`src/rtl/vgra_pkg.sv`:
```
// Constants, carriers and states of the version and EEPROM byte access block.
// Assumes a 32-bit APB master and a same-clock serial EEPROM byte engine.
package vgra_pkg;
    // ****************************************************************
    // Register map and fields.
    // ****************************************************************
    localparam logic [11:0] VGRA_OFS_VERSION = 12'h000; // Version register.
    localparam logic [11:0] VGRA_OFS_ACCESS  = 12'h004; // EEPROM byte access.
    localparam int          VGRA_BIT_PRESENT = 24;      // EEPROM present flag.
    localparam int          VGRA_BIT_ARST    = 31;      // Address reset bit.
    localparam int          VGRA_BIT_RSTART  = 25;      // Read start bit.
    localparam logic [7:0]  VGRA_VER_MAJOR   = 8'h01;   // Major version.
    localparam logic [7:0]  VGRA_VER_MINOR   = 8'h10;   // Minor version.
    localparam logic [7:0]  VGRA_MINI_PTR    = 8'h20;   // Mini-ROM start offset.
    localparam logic [7:0]  VGRA_MINI_OFS    = 8'h06;   // Byte holding mini-ROM flag.
    localparam int          VGRA_MINI_BIT    = 5;       // Mini-ROM flag bit.
    localparam logic [7:0]  VGRA_BIB_BYTES   = 8'h14;   // Bytes loaded after reset.
    localparam logic [7:0]  VGRA_ADDR_RST    = 8'h00;   // EEPROM address after reset.
    localparam logic [7:0]  VGRA_DATA_RST    = 8'h00;   // Read data after reset.
    localparam logic [31:0] VGRA_WORD_RST    = 32'h0000_0000; // Read bus after reset.

    // ****************************************************************
    // Carriers and states.
    // ****************************************************************
    typedef struct packed {
        logic       ack;  // One-cycle pulse: the requested byte is ready.
        logic [7:0] data; // Byte read from the EEPROM.
    } vgra_ee_rsp_t;

    typedef struct packed {
        logic       valid; // One-cycle pulse per loaded byte.
        logic [7:0] index; // Byte offset inside the bus information block.
        logic [7:0] data;  // Loaded byte.
    } vgra_bib_t;

    typedef enum logic [2:0] {
        VGRA_ST_IDLE = 3'h1, // Waiting for work.
        VGRA_ST_BOOT = 3'h2, // Loading the bus information block.
        VGRA_ST_READ = 3'h4  // Serving one software byte read.
    } vgra_state_t;
endpackage : vgra_pkg

```
`src/rtl/vgra_core.sv`:
```
// Version register and EEPROM byte access register behind an APB slave.
// Assumes a byte engine on the same clock that answers each request with ack.
//
// Summary of operation
// Version reserved bits read as zero.
// Bit 24 shows EEPROM detected.
// Present EEPROM loads bus info after reset.
// Major version reads one.
// Minor version reads hex ten.
// Software uses access register only if present.
// Address reset zeroes address, then self-clears.
// Address reset leaves read data unchanged.
// Read start reads byte at current address.
// Read start self-clears when read finishes.
// Read byte appears in read data field.
// Access register unused bits read zero.
// Mini-ROM pointer shows hex twenty when flagged.
// Software polls read start before using data.
// Read-only writes ignored; zero writes cancel nothing.
//
// Chosen here: the APB slave port.
`timescale 1ns/1ns
module vgra_core
    import vgra_pkg::*;
#(
    parameter logic [7:0] BIB_BYTES = VGRA_BIB_BYTES // Bytes loaded after reset.
) (
    input  wire logic         i_mclk,
    input  wire logic         i_resetn,
    input  wire logic         i_psel,
    input  wire logic         i_penable,
    input  wire logic         i_pwrite,
    input  wire logic [11:0]  i_paddr,
    input  wire logic [31:0]  i_pwdata,
    input  wire logic [3:0]   i_pstrb,
    output logic [31:0]       o_prdata,
    output logic              o_pready,
    output logic              o_pslverr,
    input  wire logic         i_ee_present,
    output logic              o_ee_req,
    output logic [7:0]        o_ee_addr,
    input  wire vgra_ee_rsp_t i_ee_rsp,
    output vgra_bib_t         o_bib,
    output logic              o_boot_done
);
    // ****************************************************************
    // State.
    // ****************************************************************
    vgra_state_t state_ff;   // Sequencer state.
    vgra_state_t nxt_state;
    logic [7:0]  addr_ff;    // Internal EEPROM byte address.
    logic [7:0]  nxt_addr;
    logic [7:0]  data_ff;    // Read data field.
    logic [7:0]  nxt_data;
    logic        arst_ff;    // Address reset bit.
    logic        nxt_arst;
    logic        rstart_ff;  // Read start bit.
    logic        nxt_rstart;
    logic        mini_ff;    // Mini-ROM flag seen during the load.
    logic        nxt_mini;
    logic        present_ff; // Registered presence flag.
    logic        nxt_present;
    logic        boot_ff;    // Load still pending after reset.
    logic        nxt_boot;
    vgra_bib_t   bib_ff;     // Loaded byte output.
    vgra_bib_t   nxt_bib;
    logic [31:0] prdata_ff;  // Read data held for the access phase.
    logic [31:0] nxt_prdata;

    // ****************************************************************
    // Bus decode.
    // ****************************************************************
    logic        hit_ver;    // Address selects the version register.
    logic        hit_acc;    // Address selects the access register.
    logic        wr_acc;     // Write to the control byte of the access register.
    logic        set_arst;   // Software requests an address reset.
    logic        set_rstart; // Software requests a byte read.
    logic [31:0] rd_word;    // Read multiplexer.

    // Decodes the address and forms the write strobes.
    always_comb begin
        hit_ver    = (i_paddr == VGRA_OFS_VERSION);
        hit_acc    = (i_paddr == VGRA_OFS_ACCESS);
        wr_acc     = i_psel && i_penable && i_pwrite && hit_acc && i_pstrb[3];
        set_arst   = wr_acc && i_pwdata[VGRA_BIT_ARST];
        set_rstart = wr_acc && i_pwdata[VGRA_BIT_RSTART];
    end

    // Builds the read word; every unused bit is a constant zero.
    always_comb begin
        rd_word = VGRA_WORD_RST;
        if (hit_ver) begin
            rd_word[VGRA_BIT_PRESENT] = present_ff;
            rd_word[23:16]            = VGRA_VER_MAJOR;
            rd_word[7:0]              = VGRA_VER_MINOR;
        end else if (hit_acc) begin
            rd_word[VGRA_BIT_ARST]   = arst_ff;
            rd_word[VGRA_BIT_RSTART] = rstart_ff;
            rd_word[23:16]           = data_ff;
            rd_word[7:0]             = mini_ff ? VGRA_MINI_PTR : 8'h00;
        end
    end

    // Captures the read word in the setup phase; writes to the version
    // register and to read-only fields simply fall through.
    always_comb begin
        nxt_prdata = prdata_ff;
        if (i_psel && !i_penable) begin
            nxt_prdata = rd_word;
        end
    end

    always_ff @(posedge i_mclk or negedge i_resetn) begin
        if (!i_resetn) begin
            prdata_ff <= VGRA_WORD_RST;
        end else begin
            prdata_ff <= nxt_prdata;
        end
    end

    assign o_prdata  = prdata_ff;
    assign o_pready  = 1'b1;
    assign o_pslverr = i_psel && i_penable && !hit_ver && !hit_acc;

    // ****************************************************************
    // Sequencer.
    // ****************************************************************
    // Next state: load after reset, then address resets before reads.
    always_comb begin
        nxt_state   = state_ff;
        nxt_addr    = addr_ff;
        nxt_data    = data_ff;
        nxt_arst    = arst_ff;
        nxt_rstart  = rstart_ff;
        nxt_mini    = mini_ff;
        nxt_boot    = boot_ff;
        nxt_present = i_ee_present;
        nxt_bib     = '0;
        case (state_ff)
            VGRA_ST_IDLE: begin
                if (boot_ff) begin
                    // The load begins without software when a part is present.
                    nxt_boot = 1'b0;
                    if (i_ee_present) begin
                        nxt_state = VGRA_ST_BOOT;
                        nxt_addr  = VGRA_ADDR_RST;
                    end
                end else if (arst_ff) begin
                    // Address goes to zero; read data is left alone.
                    nxt_addr = VGRA_ADDR_RST;
                    nxt_arst = 1'b0;
                end else if (rstart_ff) begin
                    if (present_ff) begin
                        nxt_state = VGRA_ST_READ;
                    end else begin
                        // With no part there is nothing to wait for.
                        nxt_rstart = 1'b0;
                    end
                end
            end
            VGRA_ST_BOOT: begin
                if (i_ee_rsp.ack) begin
                    nxt_bib.valid = 1'b1;
                    nxt_bib.index = addr_ff;
                    nxt_bib.data  = i_ee_rsp.data;
                    if (addr_ff == VGRA_MINI_OFS) begin
                        nxt_mini = i_ee_rsp.data[VGRA_MINI_BIT];
                    end
                    if (addr_ff == BIB_BYTES - 8'h01) begin
                        nxt_addr  = VGRA_ADDR_RST;
                        nxt_state = VGRA_ST_IDLE;
                    end else begin
                        nxt_addr = addr_ff + 8'h01;
                    end
                end
            end
            VGRA_ST_READ: begin
                if (i_ee_rsp.ack) begin
                    nxt_data   = i_ee_rsp.data;
                    nxt_addr   = addr_ff + 8'h01;
                    nxt_rstart = 1'b0;
                    nxt_state  = VGRA_ST_IDLE;
                end
            end
            default: begin
                nxt_state = VGRA_ST_IDLE;
            end
        endcase
        // A software set in the clearing cycle wins over the clear.
        if (set_arst) begin
            nxt_arst = 1'b1;
        end
        if (set_rstart) begin
            nxt_rstart = 1'b1;
        end
    end

    // Registers the sequencer state.
    always_ff @(posedge i_mclk or negedge i_resetn) begin
        if (!i_resetn) begin
            state_ff   <= VGRA_ST_IDLE;
            addr_ff    <= VGRA_ADDR_RST;
            data_ff    <= VGRA_DATA_RST;
            arst_ff    <= 1'b0;
            rstart_ff  <= 1'b0;
            mini_ff    <= 1'b0;
            present_ff <= 1'b0;
            boot_ff    <= 1'b1;
            bib_ff     <= '0;
        end else begin
            state_ff   <= nxt_state;
            addr_ff    <= nxt_addr;
            data_ff    <= nxt_data;
            arst_ff    <= nxt_arst;
            rstart_ff  <= nxt_rstart;
            mini_ff    <= nxt_mini;
            present_ff <= nxt_present;
            boot_ff    <= nxt_boot;
            bib_ff     <= nxt_bib;
        end
    end

    assign o_ee_req    = (state_ff == VGRA_ST_BOOT) || (state_ff == VGRA_ST_READ);
    assign o_ee_addr   = addr_ff;
    assign o_bib       = bib_ff;
    assign o_boot_done = !boot_ff && (state_ff != VGRA_ST_BOOT);

    logic rd_ver; // Read access phase of the version register.
    logic rd_acc; // Read access phase of the access register.
    assign rd_ver = i_psel && i_penable && !i_pwrite && hit_ver;
    assign rd_acc = i_psel && i_penable && !i_pwrite && hit_acc;
endmodule : vgra_core

```
`config.mk`:
```
export PLATFORM = sky130hd
export DESIGN_NAME = vgra_core
export DESIGN_NICKNAME = d
export VERILOG_FILES = /design/src/rtl/vgra_pkg.sv /design/src/rtl/vgra_core.sv
export SDC_FILE = /design/constraint.sdc
export NUM_CORES = 1
export LEC_CHECK = 0
export BUFFER_PORTS_ARGS = -buffer_cell sky130_fd_sc_hd__clkbuf_2
export CAP_MARGIN = 40
export CORE_ASPECT_RATIO = 0.7
export CORE_MARGIN = 5
export CORE_UTILIZATION = 36
export DETAILED_ROUTE_END_ITERATION = 7
export PLACE_DENSITY = 0.65
export SKIP_LAST_GASP = 1
export SLEW_MARGIN = 20
export SYNTH_ARGS = -nofsm -noshare
export SYNTH_HDL_FRONTEND = slang
export SYNTH_SLANG_ARGS = --single-unit
export TNS_END_PERCENT = 10
```
`constraint.sdc`:
```
create_clock -name i_mclk -period 3.6 [get_ports i_mclk]
set_clock_uncertainty 0.2 [all_clocks]
set_input_delay 0.54 -clock i_mclk [delete_from_list [all_inputs] [get_ports i_mclk]]
set_output_delay 0.54 -clock i_mclk [all_outputs]
set_load 0.02 [all_outputs]
```
; Word-level counts from Yosys, hierarchy flattened
; Cells that the tools add are included.
[op_classes]
reduce_logical = 25
add_sub_neg = 1
n_eq_ne = 19
n_mux = 38
[op_table]
columns = operator, count
row1 = 8-bit two-way mux, 8
row2 = 17-bit two-way mux, 2
row3 = 3-bit two-way mux, 8
row4 = "3-bit != test, second input constant", 8
row5 = 8-bit one-hot mux with 3 select lines, 1
row6 = 6-bit two-way mux, 3
row7 = 1-bit two-way mux, 14
row8 = "12-bit by 3-bit equality test with 1-bit output, second input constant", 1
row9 = 12-bit logical NOT, 1
row10 = 1-bit logical AND, 10
row11 = 3-bit one-hot mux with 3 select lines, 1
row12 = "8-bit by 1-bit adder with 8-bit output, second input constant", 1
row13 = "8-bit by 3-bit equality test with 1-bit output, second input constant", 1
row14 = "8-bit by 5-bit equality test with 1-bit output, second input constant", 1
row15 = 7-bit AND reduction, 1
row16 = "2-bit != test, second input constant", 3
row17 = 3-bit nonzero test, 2
row18 = 5-bit AND reduction, 1
row19 = 1-bit logical NOT, 4
row20 = 2-bit AND reduction, 2
row21 = 4-bit AND reduction, 1
row22 = "3-bit by 1-bit equality test with 1-bit output, second input constant", 1
row23 = "3-bit by 2-bit equality test with 1-bit output, second input constant", 1
row24 = "3-bit equality test, second input constant", 1
row25 = other kinds (6), 6
[word_totals]
inputBits = 63
word_cells = 95
out_inout_bits = 61
regBits = 60

; Longest topological paths before layout
; Gate-level depths: netlist of run 1.
[depth]
ltp_word = 7
ltp_mapped = 7
depth_no_buf = 5

; Worst setup path after synthesis of run 1
; Ideal clock, no wire load.
[synth_timing]
path_kind = register -> register
from = register boot_ff
to = register addr_ff[7] (netlist: o_ee_addr[7])
setup_ps = 126
stages_incl_launch_ff = 6
period_less_slack_ps = 1985
required_ps = 3274
setup_slack_ps = 1615
n_path_buf = 1
arrival_ps = 1659
path_cell_list = dfstp_2 > buf_6 > mux2_4 > a211oi_4 > nor3_2 > a221o_1
[synth_between]
elab_chain_len = 2
elab_cells_between_ends = 5
classes_between = eq/ne (2) / mux (2) / reduce/logical (1)
[synth_rtl]
columns = element, line_no
row1 = from (decl), vgra_core.sv:63  ; logic boot_ff;
row2 = from (signal assigned), vgra_core.sv:218  ; boot_ff <= nxt_boot;
row3 = 3-bit != test (no source line) / 8-bit two-way mux (equally long branches), -
row4 = 5-bit AND reduction (no source line) / 8-bit one-hot mux with 3 select lines (equally long branches), -
row5 = to (signal assigned), vgra_core.sv:212  ; addr_ff <= nxt_addr;
row6 = to (decl), vgra_core.sv:51  ; logic [7:0] addr_ff;
; Parallel ways exist; a longest one is shown, timed or not.
; A chain may end at the register's enable or synchronous reset.

; Worst setup path in the final report of run 1
[layout_timing]
from = register state_ff[2]
to = output o_ee_req
[layout_between]
elab_chain_len = 2
elab_cells_between_ends = 3
classes_between = eq/ne (2) / reduce/logical (1)
[layout_rtl]
columns = element, line_no
row1 = from (decl), vgra_core.sv:49  ; vgra_state_t state_ff;
row2 = from (signal assigned), vgra_core.sv:211  ; state_ff <= nxt_state;
row3 = 3-bit by 2-bit equality test with 1-bit output / 3-bit equality test (equally long branches), vgra_core.sv:223  ; assign o_ee_req = (state_ff == VGRA_ST_BOOT) || (state_ff == VGRA_ST_READ);
row4 = 1-bit logical OR (*), vgra_core.sv:223
row5 = to (decl), vgra_core.sv:40  ; output logic o_ee_req,
; Every way passes the cells marked *; elsewhere a longest branch is shown, timed or not.

==> out/metrics.cfg, run 1 <==
[outcome]
status = completed

[power]
internal_power_mw = 0.964
p_clk_frac = 0.292
seq_power_share = 0.527
swShare = 0.319
p_switching_mw = 0.452
p_per_area_nw_per_um2 = 478
leakage_nw = 1.53
power_mw = 1.42
ir_worst_vdd_mv = 0.171
pwr-share-comb = 0.181

[clocking]
cts_made_buffers = 5
root_buffer = clkbuf_8
cts_buffer_depth = 2
htree_levels = 2
clock_latency_ns = 0.30
clkTransAtPathRegs_ns = 0.10
clkSinkCount = 54
cts_resized = 0
cts_tree = yes

[floorplanning]
die_w_um = 109
dieArea_um2 = 8710
initial_utilization = 0.369
num_rows = 25
io_pins = 124
dieHeight_um = 79.6
coreArea_um2 = 6760

[sta]
drv_slew = 0
fmax_mhz = 421
fin_crit_ns = 2.38
hold_viol_final = 0
rsz0062_at_grt = no
finalSetupViolations = 0
hold_ws_ns = 0.200
max_slew_margin = 0.518
final.period_utilization = 0.660
worstMarginPinSlew_ns = 0.723
setup_tns_ns = 0
fin_ws_ns = 1.22

[placed_design]
postPlaceCellArea_um2 = 2820
place_ws_ns = 1.24
gp_congestion = 0.821
dp_cells = 368
dp_hpwl_um = 3830
numPortBuffers = 70

[logic_synthesis]
synth_edf_count = 0
synth.yosys.seq_area_share = 0.543
avgSynthCellArea_um2 = 11.5
synthSimpleGateAreaFrac = 0.171
ys_ff_latch = 54
synth_xor_area_frac = 0.00351
synthArstFlopShare = 1.00
synth_top_family_by_area = simple AND/OR/NAND/NOR gates
synth_cell_type_count = 45
yosysTopAreaCell = dfrtp_1
synthAdderAreaFrac = 0.0100
synth_compound_area_frac = 0.126
synth_cells = 216
muxShareOfSynthArea = 0.0467
synth_area_um2 = 2490
synthTopCellsByArea = dfrtp_1 52%, buf_4 6.6%, a22o_1 4.2%, mux2_2 4.1%, and2_1 4.0%
yosysWarnings = 0
yosys_most_used_dff = dfrtp_1
yosysTopAreaCellShare = 0.522

[setup_path]
crit_type = register to primary output
cp.arrival_ns = 1.64
critPathLaunchType = register
crit_path_end_kind = primary output
cp.required_ns = 2.86
cp_max_fo = 11

[global_routing]
grt_pass1_wl_um = 8370
grt_pass1_vias = 1681
use_met3 = 0.0380
antenna_found_initial = 0
grt_overflow_total = 0
gr-usage-met1 = 0.181
grt_max_degree = 34
top_usage_layer = met1
use_met2 = 0.172
gr-usage-all-layers = 0.121

[cells_and_area]
drive_gt1_frac = 0.345
n_antenna_cell = 0
final_core_utilization = 0.439
area_delta_synth_final_pct = 19.0
fin_area_um2 = 2970
fin_nets = 348
stdcell_count = 378
num-fill-cells = 647
final_cell_mix = 70 x clkbuf_2, 52 x dfrtp_1, 20 x conb_1
final_common_cell = clkbuf_2

[route]
routed_wl_um = 5080
wl_per_cell_um = 13.4
detail_route.vias_per_cell = 4.68
ant_nets = 0
drt-initial-drc-count = 48
remaining_drc_errors = 0
vias = 1770
dr.pass1.iters = 4

[flow_run]
cap_violations = 0

[hold_path]
hold_class = primary input to register

-- Yosys cell counts (5+ instances only) --
cell type	n
inv_1	7
mux2_2	9
and2_1	16
nor3_1	5
nand4_1	6
o31ai_1	6
o21ai_0	9
dfrtp_1	52
nor2_1	6
nand2_1	9
buf_4	22
a22o_1	12
-- area by class of cell --
| cell class | instances | area, um2 | area share |
|---|---|---|---|
| flip-flops and latches | 54 | 1350 | 0.457 |
| multi-input cells | 142 | 963 | 0.325 |
| repair buffers | 73 | 388 | 0.131 |
| well taps | 94 | 118 | 0.0397 |
| clock buffers | 5 | 68.8 | 0.0232 |
| clock inverters | 3 | 47.5 | 0.0160 |
| inverters | 7 | 26.3 | 0.00886 |
-- flip-flops by register name, summed over array words and instances, names as in the netlist --
signal      flops
arst_ff         1
boot_ff         1
data_ff         8
mini_ff         1
o_bib          17
o_ee_addr       8
o_prdata       13
present_ff      1
rstart_ff       1
state_ff        3
-- repair_timing --
item | 4_1_cts | 5_1_grt
hold buffers | 0 | 1
endpoints found under the hold margin | 0 | 3
buffers inserted | 0 | 0
setup endpoints to repair | 0 | 0
-- power groups by stage --
stage | sequential [mW] | combinational (mW) | clock (mW)
4_1_cts | 0.745 | 0.257 | 0.429
5_1_grt | 0.762 | 0.286 | 0.461
6_report | 0.746 | 0.256 | 0.414
3_5_place_dp | 0.758 | 0.256 | 0
3_3_place_gp | 0.758 | 0.253 | 0
2_1_floorplan | 0.772 | 0.149 | 0
-- critical path, cell delays in order, from the launching register on --
cell and delay (ns):
dfrtp_1 0.50, xnor2_1 0.19, or2_1 0.31, inv_1 0.15, clkbuf_2 0.19
-- logic make-up after synthesis --
group           after synthesis
compound gates               41
xor+xnor                      1
fa+ha+maj                     2
buf+inv                      38
flops                        54
mux                          10
other cells                   2
simple gates                 68
-- per-layer routing --
metal	up-vias	share of wire
met4	0	0.0037
met1	833	0.48
li1	866	-
met5	-	0
met3	2	0.088
met2	69	0.43
-- worst paths after layout --
kind,startpoint,slack [ns],cells after the start,end
max reg2reg,state_ff[0]$_DFFE_PN1P_,1.32,4,o_ee_addr[5]$_DFFE_PN0P_
min in group asynchronous,i_resetn,0.38,2,o_bib[11]$_DFF_PN0_
max,state_ff[2]$_DFFE_PN0P_,1.22,4,o_ee_req
max in group asynchronous,i_resetn,2.11,4,o_prdata[17]$_DFFE_PN0P_
min,i_ee_present,0.20,1,present_ff$_DFF_PN0_
min reg2reg,o_prdata[16]$_DFFE_PN0P_,0.29,2,o_prdata[16]$_DFFE_PN0P_
Note: power is estimated with default switching activity, not from simulation.
==> run 2, diff against run 1 <==
clock period = 2.45 ns   (was 3.6 ns; I/O delays follow)
==> out/metrics.cfg, run 2 (synthesized netlist as in run 1, its figures left out) <==
[setup_path]
cp_max_fo = 11
crit_path_end_kind = primary output
cp.required_ns = 1.88
r2r_end = o_ee_addr[2]$_DFFE_PN0P_
reg2reg_slack_ns = 0.32
r2r-start = state_ff[0]$_DFFE_PN1P_
cp.arrival_ns = 1.65
critPathLaunchType = register
crit_type = register to primary output
r2r_cells = 4

[global_routing]
antenna_found_initial = 0
grt_pass1_vias = 1756
grt_max_degree = 29
grt_pass1_wl_um = 8390
gr-usage-all-layers = 0.123
grt_overflow_total = 0

[floorplanning]
num_rows = 25
coreArea_um2 = 6760
dieHeight_um = 79.6
io_pins = 124
die_w_um = 109
initial_utilization = 0.369
dieArea_um2 = 8710

[clocking]
clkTransAtPathRegs_ns = 0.10
cts_tree = yes
postCtsSetupBuffers = 0
cts_resized = 0
cts_buffer_depth = 2
root_buffer = clkbuf_8
htree_levels = 2
clkSinkCount = 54
cts_made_buffers = 5
clock_latency_ns = 0.30

[sta]
hold_ws_ns = 0.00968
hold_viol_final = 0
setup_tns_ns = 0
max_slew_margin = 0.663
fin_ws_ns = 0.229
rsz0062_at_grt = no
worstMarginPinSlew_ns = 0.503
finalSetupViolations = 0
fmax_mhz = 450
drv_slew = 0
final.period_utilization = 0.907
fin_crit_ns = 2.22

[placed_design]
numPortBuffers = 70
place_ws_ns = 0.293
gp_congestion = 0.820
dp_hpwl_um = 4030

[power]
ir_worst_vdd_mv = 0.241
p_per_area_nw_per_um2 = 704
leakage_nw = 1.55

[cells_and_area]
largest_reg_flops = 17
fin_nets = 352
num-fill-cells = 679
final_core_utilization = 0.443
drive_gt1_frac = 0.354
final_cell_mix = 70 x clkbuf_2, 52 x dfrtp_1, 20 x conb_1
n_antenna_cell = 0
area_delta_synth_final_pct = 20.2
final_common_cell = clkbuf_2

[hold_path]
min_path_cells = 1
hold_path_end = present_ff$_DFF_PN0_
hold_start = i_ee_present
hold_class = primary input to register

[route]
wl_per_cell_um = 13.6
ant_nets = 0
vias = 1780
drt-initial-drc-count = 33
dr.pass1.iters = 4
routed_wl_um = 5210
remaining_drc_errors = 0
detail_route.vias_per_cell = 4.66

[flow_run]
cap_violations = 0

[outcome]
status = completed

run 2: where the power goes:
group / internal (mW) / switching [mW] / leakage (nW)
combinational: 0.158 / 0.242 / 0.749
clock: 0.310 / 0.300 / 0.0587
sequential: 0.964 / 0.136 / 0.739
total: 1.43 / 0.678 / 1.55
run 2: metrics by stage:
| step | instances | power [mW] | area, um2 |
|---|---|---|---|
| 5_1_grt | 382 | 2.24 | 3000 |
| 3_3_place_gp | 373 | 1.51 | 2870 |
| 4_1_cts | 382 | 2.14 | 3000 |
| 6_report | 382 | 2.11 | 3000 |
| 3_5_place_dp | 373 | 1.52 | 2870 |
| 2_1_floorplan | 234 | 1.35 | 2560 |
run 2: worst max-delay path, stage by stage (launching register included):
cell	delay [ns]
dfrtp_1	0.51
xnor2_1	0.19
or2_1	0.30
inv_1	0.16
clkbuf_2	0.19
run 2: final cells by class:
| class | count | area (um2) | share of cell area |
|---|---|---|---|
| Clock buffer | 5 | 68.8 | 0.0230 |
| Clock inverter | 3 | 47.5 | 0.0159 |
| Inverter | 7 | 26.3 | 0.00877 |
| Multi-Input combinational cell | 142 | 963 | 0.322 |
| Sequential cell | 54 | 1350 | 0.452 |
| Tap cell | 94 | 118 | 0.0393 |
| Timing Repair Buffer | 77 | 418 | 0.140 |
run 2: what timing repair did:
item / in CTS / in global routing
hold buffers: 1 / 0
endpoints found under the setup margin: 0 / 0
hold endpoints to repair: 13 / 0
run 2: per-layer routing:
metal	share of wire	vias up	GRT usage
li1	-	871	-
met1	0.50	835	0.177
met2	0.41	69	0.181
met3	0.079	5	0.0348
met4	0.0067	0	0.0336
met5	0	-	0
run 2: worst max path at each step:
stage,startpoint,end,slack (ns),depth (start not counted)
after floorplan,boot_ff$_DFFE_PN1P_,o_ee_addr[7]$_DFFE_PN0P_,0.46,5
after global placement,i_paddr[1],o_prdata[22]$_DFFE_PN0P_,0.32,5
after detailed placement,i_paddr[1],o_prdata[22]$_DFFE_PN0P_,0.29,5
after CTS,state_ff[2]$_DFFE_PN0P_,o_ee_req,0.20,4
after global routing,state_ff[2]$_DFFE_PN0P_,o_ee_req,0.11,4
final,state_ff[2]$_DFFE_PN0P_,o_ee_req,0.23,4
==> run 3, diff against run 2 <==
ABC_AREA = 1   (was default)
PLACE_DENSITY = default   (was 0.65)
==> out/metrics.cfg, run 3 <==
[logic_synthesis]
yosys_most_used_dff = dfrtp_1
synthAdderAreaFrac = 0.00910
ys_ff_latch = 54
synth_area_um2 = 2750
synth_cell_type_count = 31
synth_cells = 335
synth_xor_area_frac = 0.00318
synth_top_family_by_area = simple AND/OR/NAND/NOR gates
yosysTopAreaCellShare = 0.473
yosys.cell_count.top_type = nand2_1
synthArstFlopShare = 1.00
synth_commonest_cells = 97 x nand2_1, 52 x dfrtp_1, 35 x nor2_1
synth_compound_area_frac = 0.0609
muxShareOfSynthArea = 0
synth_edf_count = 0
synthTopCellsByArea = dfrtp_1 47%, nand2_1 13%, nand3_1 5.6%, buf_4 5.5%, nor2_1 4.8%
yosysTopAreaCell = dfrtp_1
avgSynthCellArea_um2 = 8.21
synth.yosys.seq_area_share = 0.492
synthSimpleGateAreaFrac = 0.316
yosysWarnings = 0

[cells_and_area]
final_core_utilization = 0.437
final_common_cell = nand2_1
area_delta_synth_final_pct = 17.2
multi_input_area_um2 = 1150
largest_reg_flops = 17
drive_gt1_frac = 0.267
n_antenna_cell = 0
ff_latch_area_um2 = 1350
final_cell_mix = 97 x nand2_1, 70 x clkbuf_2, 52 x dfrtp_1
fin_nets = 472
num-fill-cells = 751

[floorplanning]
dieArea_um2 = 9520
initial_utilization = 0.373
die_w_um = 114
dieHeight_um = 83.1
io_pins = 124
coreArea_um2 = 7380
num_rows = 26

[sta]
setup_tns_ns = 0
fmax_mhz = 460
hold_viol_final = 52
finalSetupViolations = 0
worstMarginPinSlew_ns = 0.707
final.period_utilization = 0.887
hold_ws_ns = -0.0223
rsz0062_at_grt = no
fin_crit_ns = 2.17
max_slew_margin = 0.529
drv_slew = 0

[flow_run]
cap_violations = 0

[hold_path]
hold_class = primary input to async pin

[route]
remaining_drc_errors = 0
routed_wl_um = 6590
dr.pass1.iters = 4
vias = 2247
ant_nets = 0
wl_per_cell_um = 13.0
drt-initial-drc-count = 108
detail_route.vias_per_cell = 4.44

[setup_path]
critPathLaunchType = register
crit_type = register to primary output
cp.required_ns = 1.88
cp_slowest_cell = dfstp_2
critPathMaxStageDelay_ns = 0.62
crit_path_end_kind = primary output
path_cells = nor2_2 > nand2_2 > inv_2 > nor2_1 > clkbuf_2
cp_num_buf_inv = 2
cp.arrival_ns = 1.61
cp_max_fo = 9
worst_path_dominant_cell_family = flip-flops

[placed_design]
dp_hpwl_um = 4800
gp_congestion = 0.898
numPortBuffers = 70

[global_routing]
use_met2 = 0.201
gr-usage-met1 = 0.207
grt_pass1_vias = 2206
grt_max_degree = 55
gr-usage-all-layers = 0.142
antenna_found_initial = 0
grt_overflow_total = 0
top_usage_layer = met1
use_met3 = 0.0436
grt_pass1_wl_um = 11000

[power]
p_clk_frac = 0.248
p_per_area_nw_per_um2 = 689
p_switching_mw = 0.829
swShare = 0.373
pwr-share-comb = 0.275
leakage_nw = 1.80
seq_power_share = 0.476
ir_worst_vdd_mv = 0.244
internal_power_mw = 1.39

[clocking]
clkSinkCount = 54
cts_resized = 0
clkTransAtPathRegs_ns = 0.10
cts_tree = yes
cts_buffer_depth = 2
postCtsSetupBuffers = 0
htree_levels = 2
clock_latency_ns = 0.32
hold_buffers = 1
cts_made_buffers = 5
root_buffer = clkbuf_8

[outcome]
violations = hold timing
status = finished with violations

run 3: cell count changes in the layout (fill, tap and decap cells not counted), sizes merged, moves of 12 or more:
| cell | change |
|---|---|
| a22o | -12 |
| nand2 | +93 |
| nand3 | +30 |
| and2 | -16 |
| nor2 | +35 |
| inv | +27 |
| o21ai | +15 |
run 3: final cells by class:
class / instances / share of cell area
clock buffer: 5 / 0.0213
clock inverter: 3 / 0.00853
inverter: 33 / 0.0384
multi-input combinational: 239 / 0.355
sequential: 54 / 0.420
tap: 98 / 0.0380
timing repair buffer: 74 / 0.119
run 3: final timing paths:
path	from	endpoint	slack, ns	depth (start not counted)
max	state_ff[0]$_DFFE_PN1P_	o_boot_done	0.28	5
min	i_resetn	o_prdata[4]$_DFFE_PN0P_	-0.02	2
max reg2reg	o_ee_addr[1]$_DFFE_PN0P_	state_ff[1]$_DFFE_PN0P_	0.61	7
min reg2reg	boot_ff$_DFFE_PN1P_	boot_ff$_DFFE_PN1P_	0.29	2
max in group asynchronous	i_resetn	o_ee_addr[5]$_DFFE_PN0P_	1.62	2
min in group i_mclk	i_ee_rsp[6]	o_bib[6]$_DFF_PN0_	0.07	3
run 3: cell families (layout without fill, tap and decap cells):
kind of cell	count (synthesis)	count (layout)
simple gates	189	189
buf+inv	60	115
flops	54	54
compound gates	27	27
fa+ha+maj	2	2
other cells	2	20
xor+xnor	1	1
run 3: power by group through the flow:
stage | Combinational [mW] | Sequential (mW) | Clock [mW]
2_1_floorplan | 0.480 | 1.07 | 0
3_3_place_gp | 0.604 | 1.08 | 0
3_5_place_dp | 0.615 | 1.08 | 0
4_1_cts | 0.619 | 1.06 | 0.565
5_1_grt | 0.687 | 1.07 | 0.609
6_report | 0.612 | 1.06 | 0.552
run 3: per-stage QoR:
step                power (mW)  std cells  hold slack [ns]  setup slack (ns)  area [um2]
floorplan                 1.55        353           -0.128             0.734        2820
global route              2.37        506           0.0342             0.168        3230
CTS                       2.24        506          0.00211             0.261        3230
finish                    2.22        506          -0.0223             0.277        3230
global placement          1.68        497            0.265             0.620        3120
detailed placement        1.69        497            0.274             0.617        3120
run 3: layer usage:
| layer | share of wire | vias to the layer above |
|---|---|---|
| met4 | 0.011 | 0 |
| met3 | 0.069 | 7 |
| met5 | 0 | - |
| met1 | 0.49 | 1022 |
| met2 | 0.43 | 59 |
| li1 | - | 1159 |
run 3: worst register-to-register path, cell delays in order, from the launching register on:
cell,delay [ns]
dfrtp_1,0.49
ha_1,0.25
nor3b_1,0.19
nand2_1,0.17
nand2_1,0.20
nand3_1,0.13
nand2_1,0.07
nand2_1,0.05
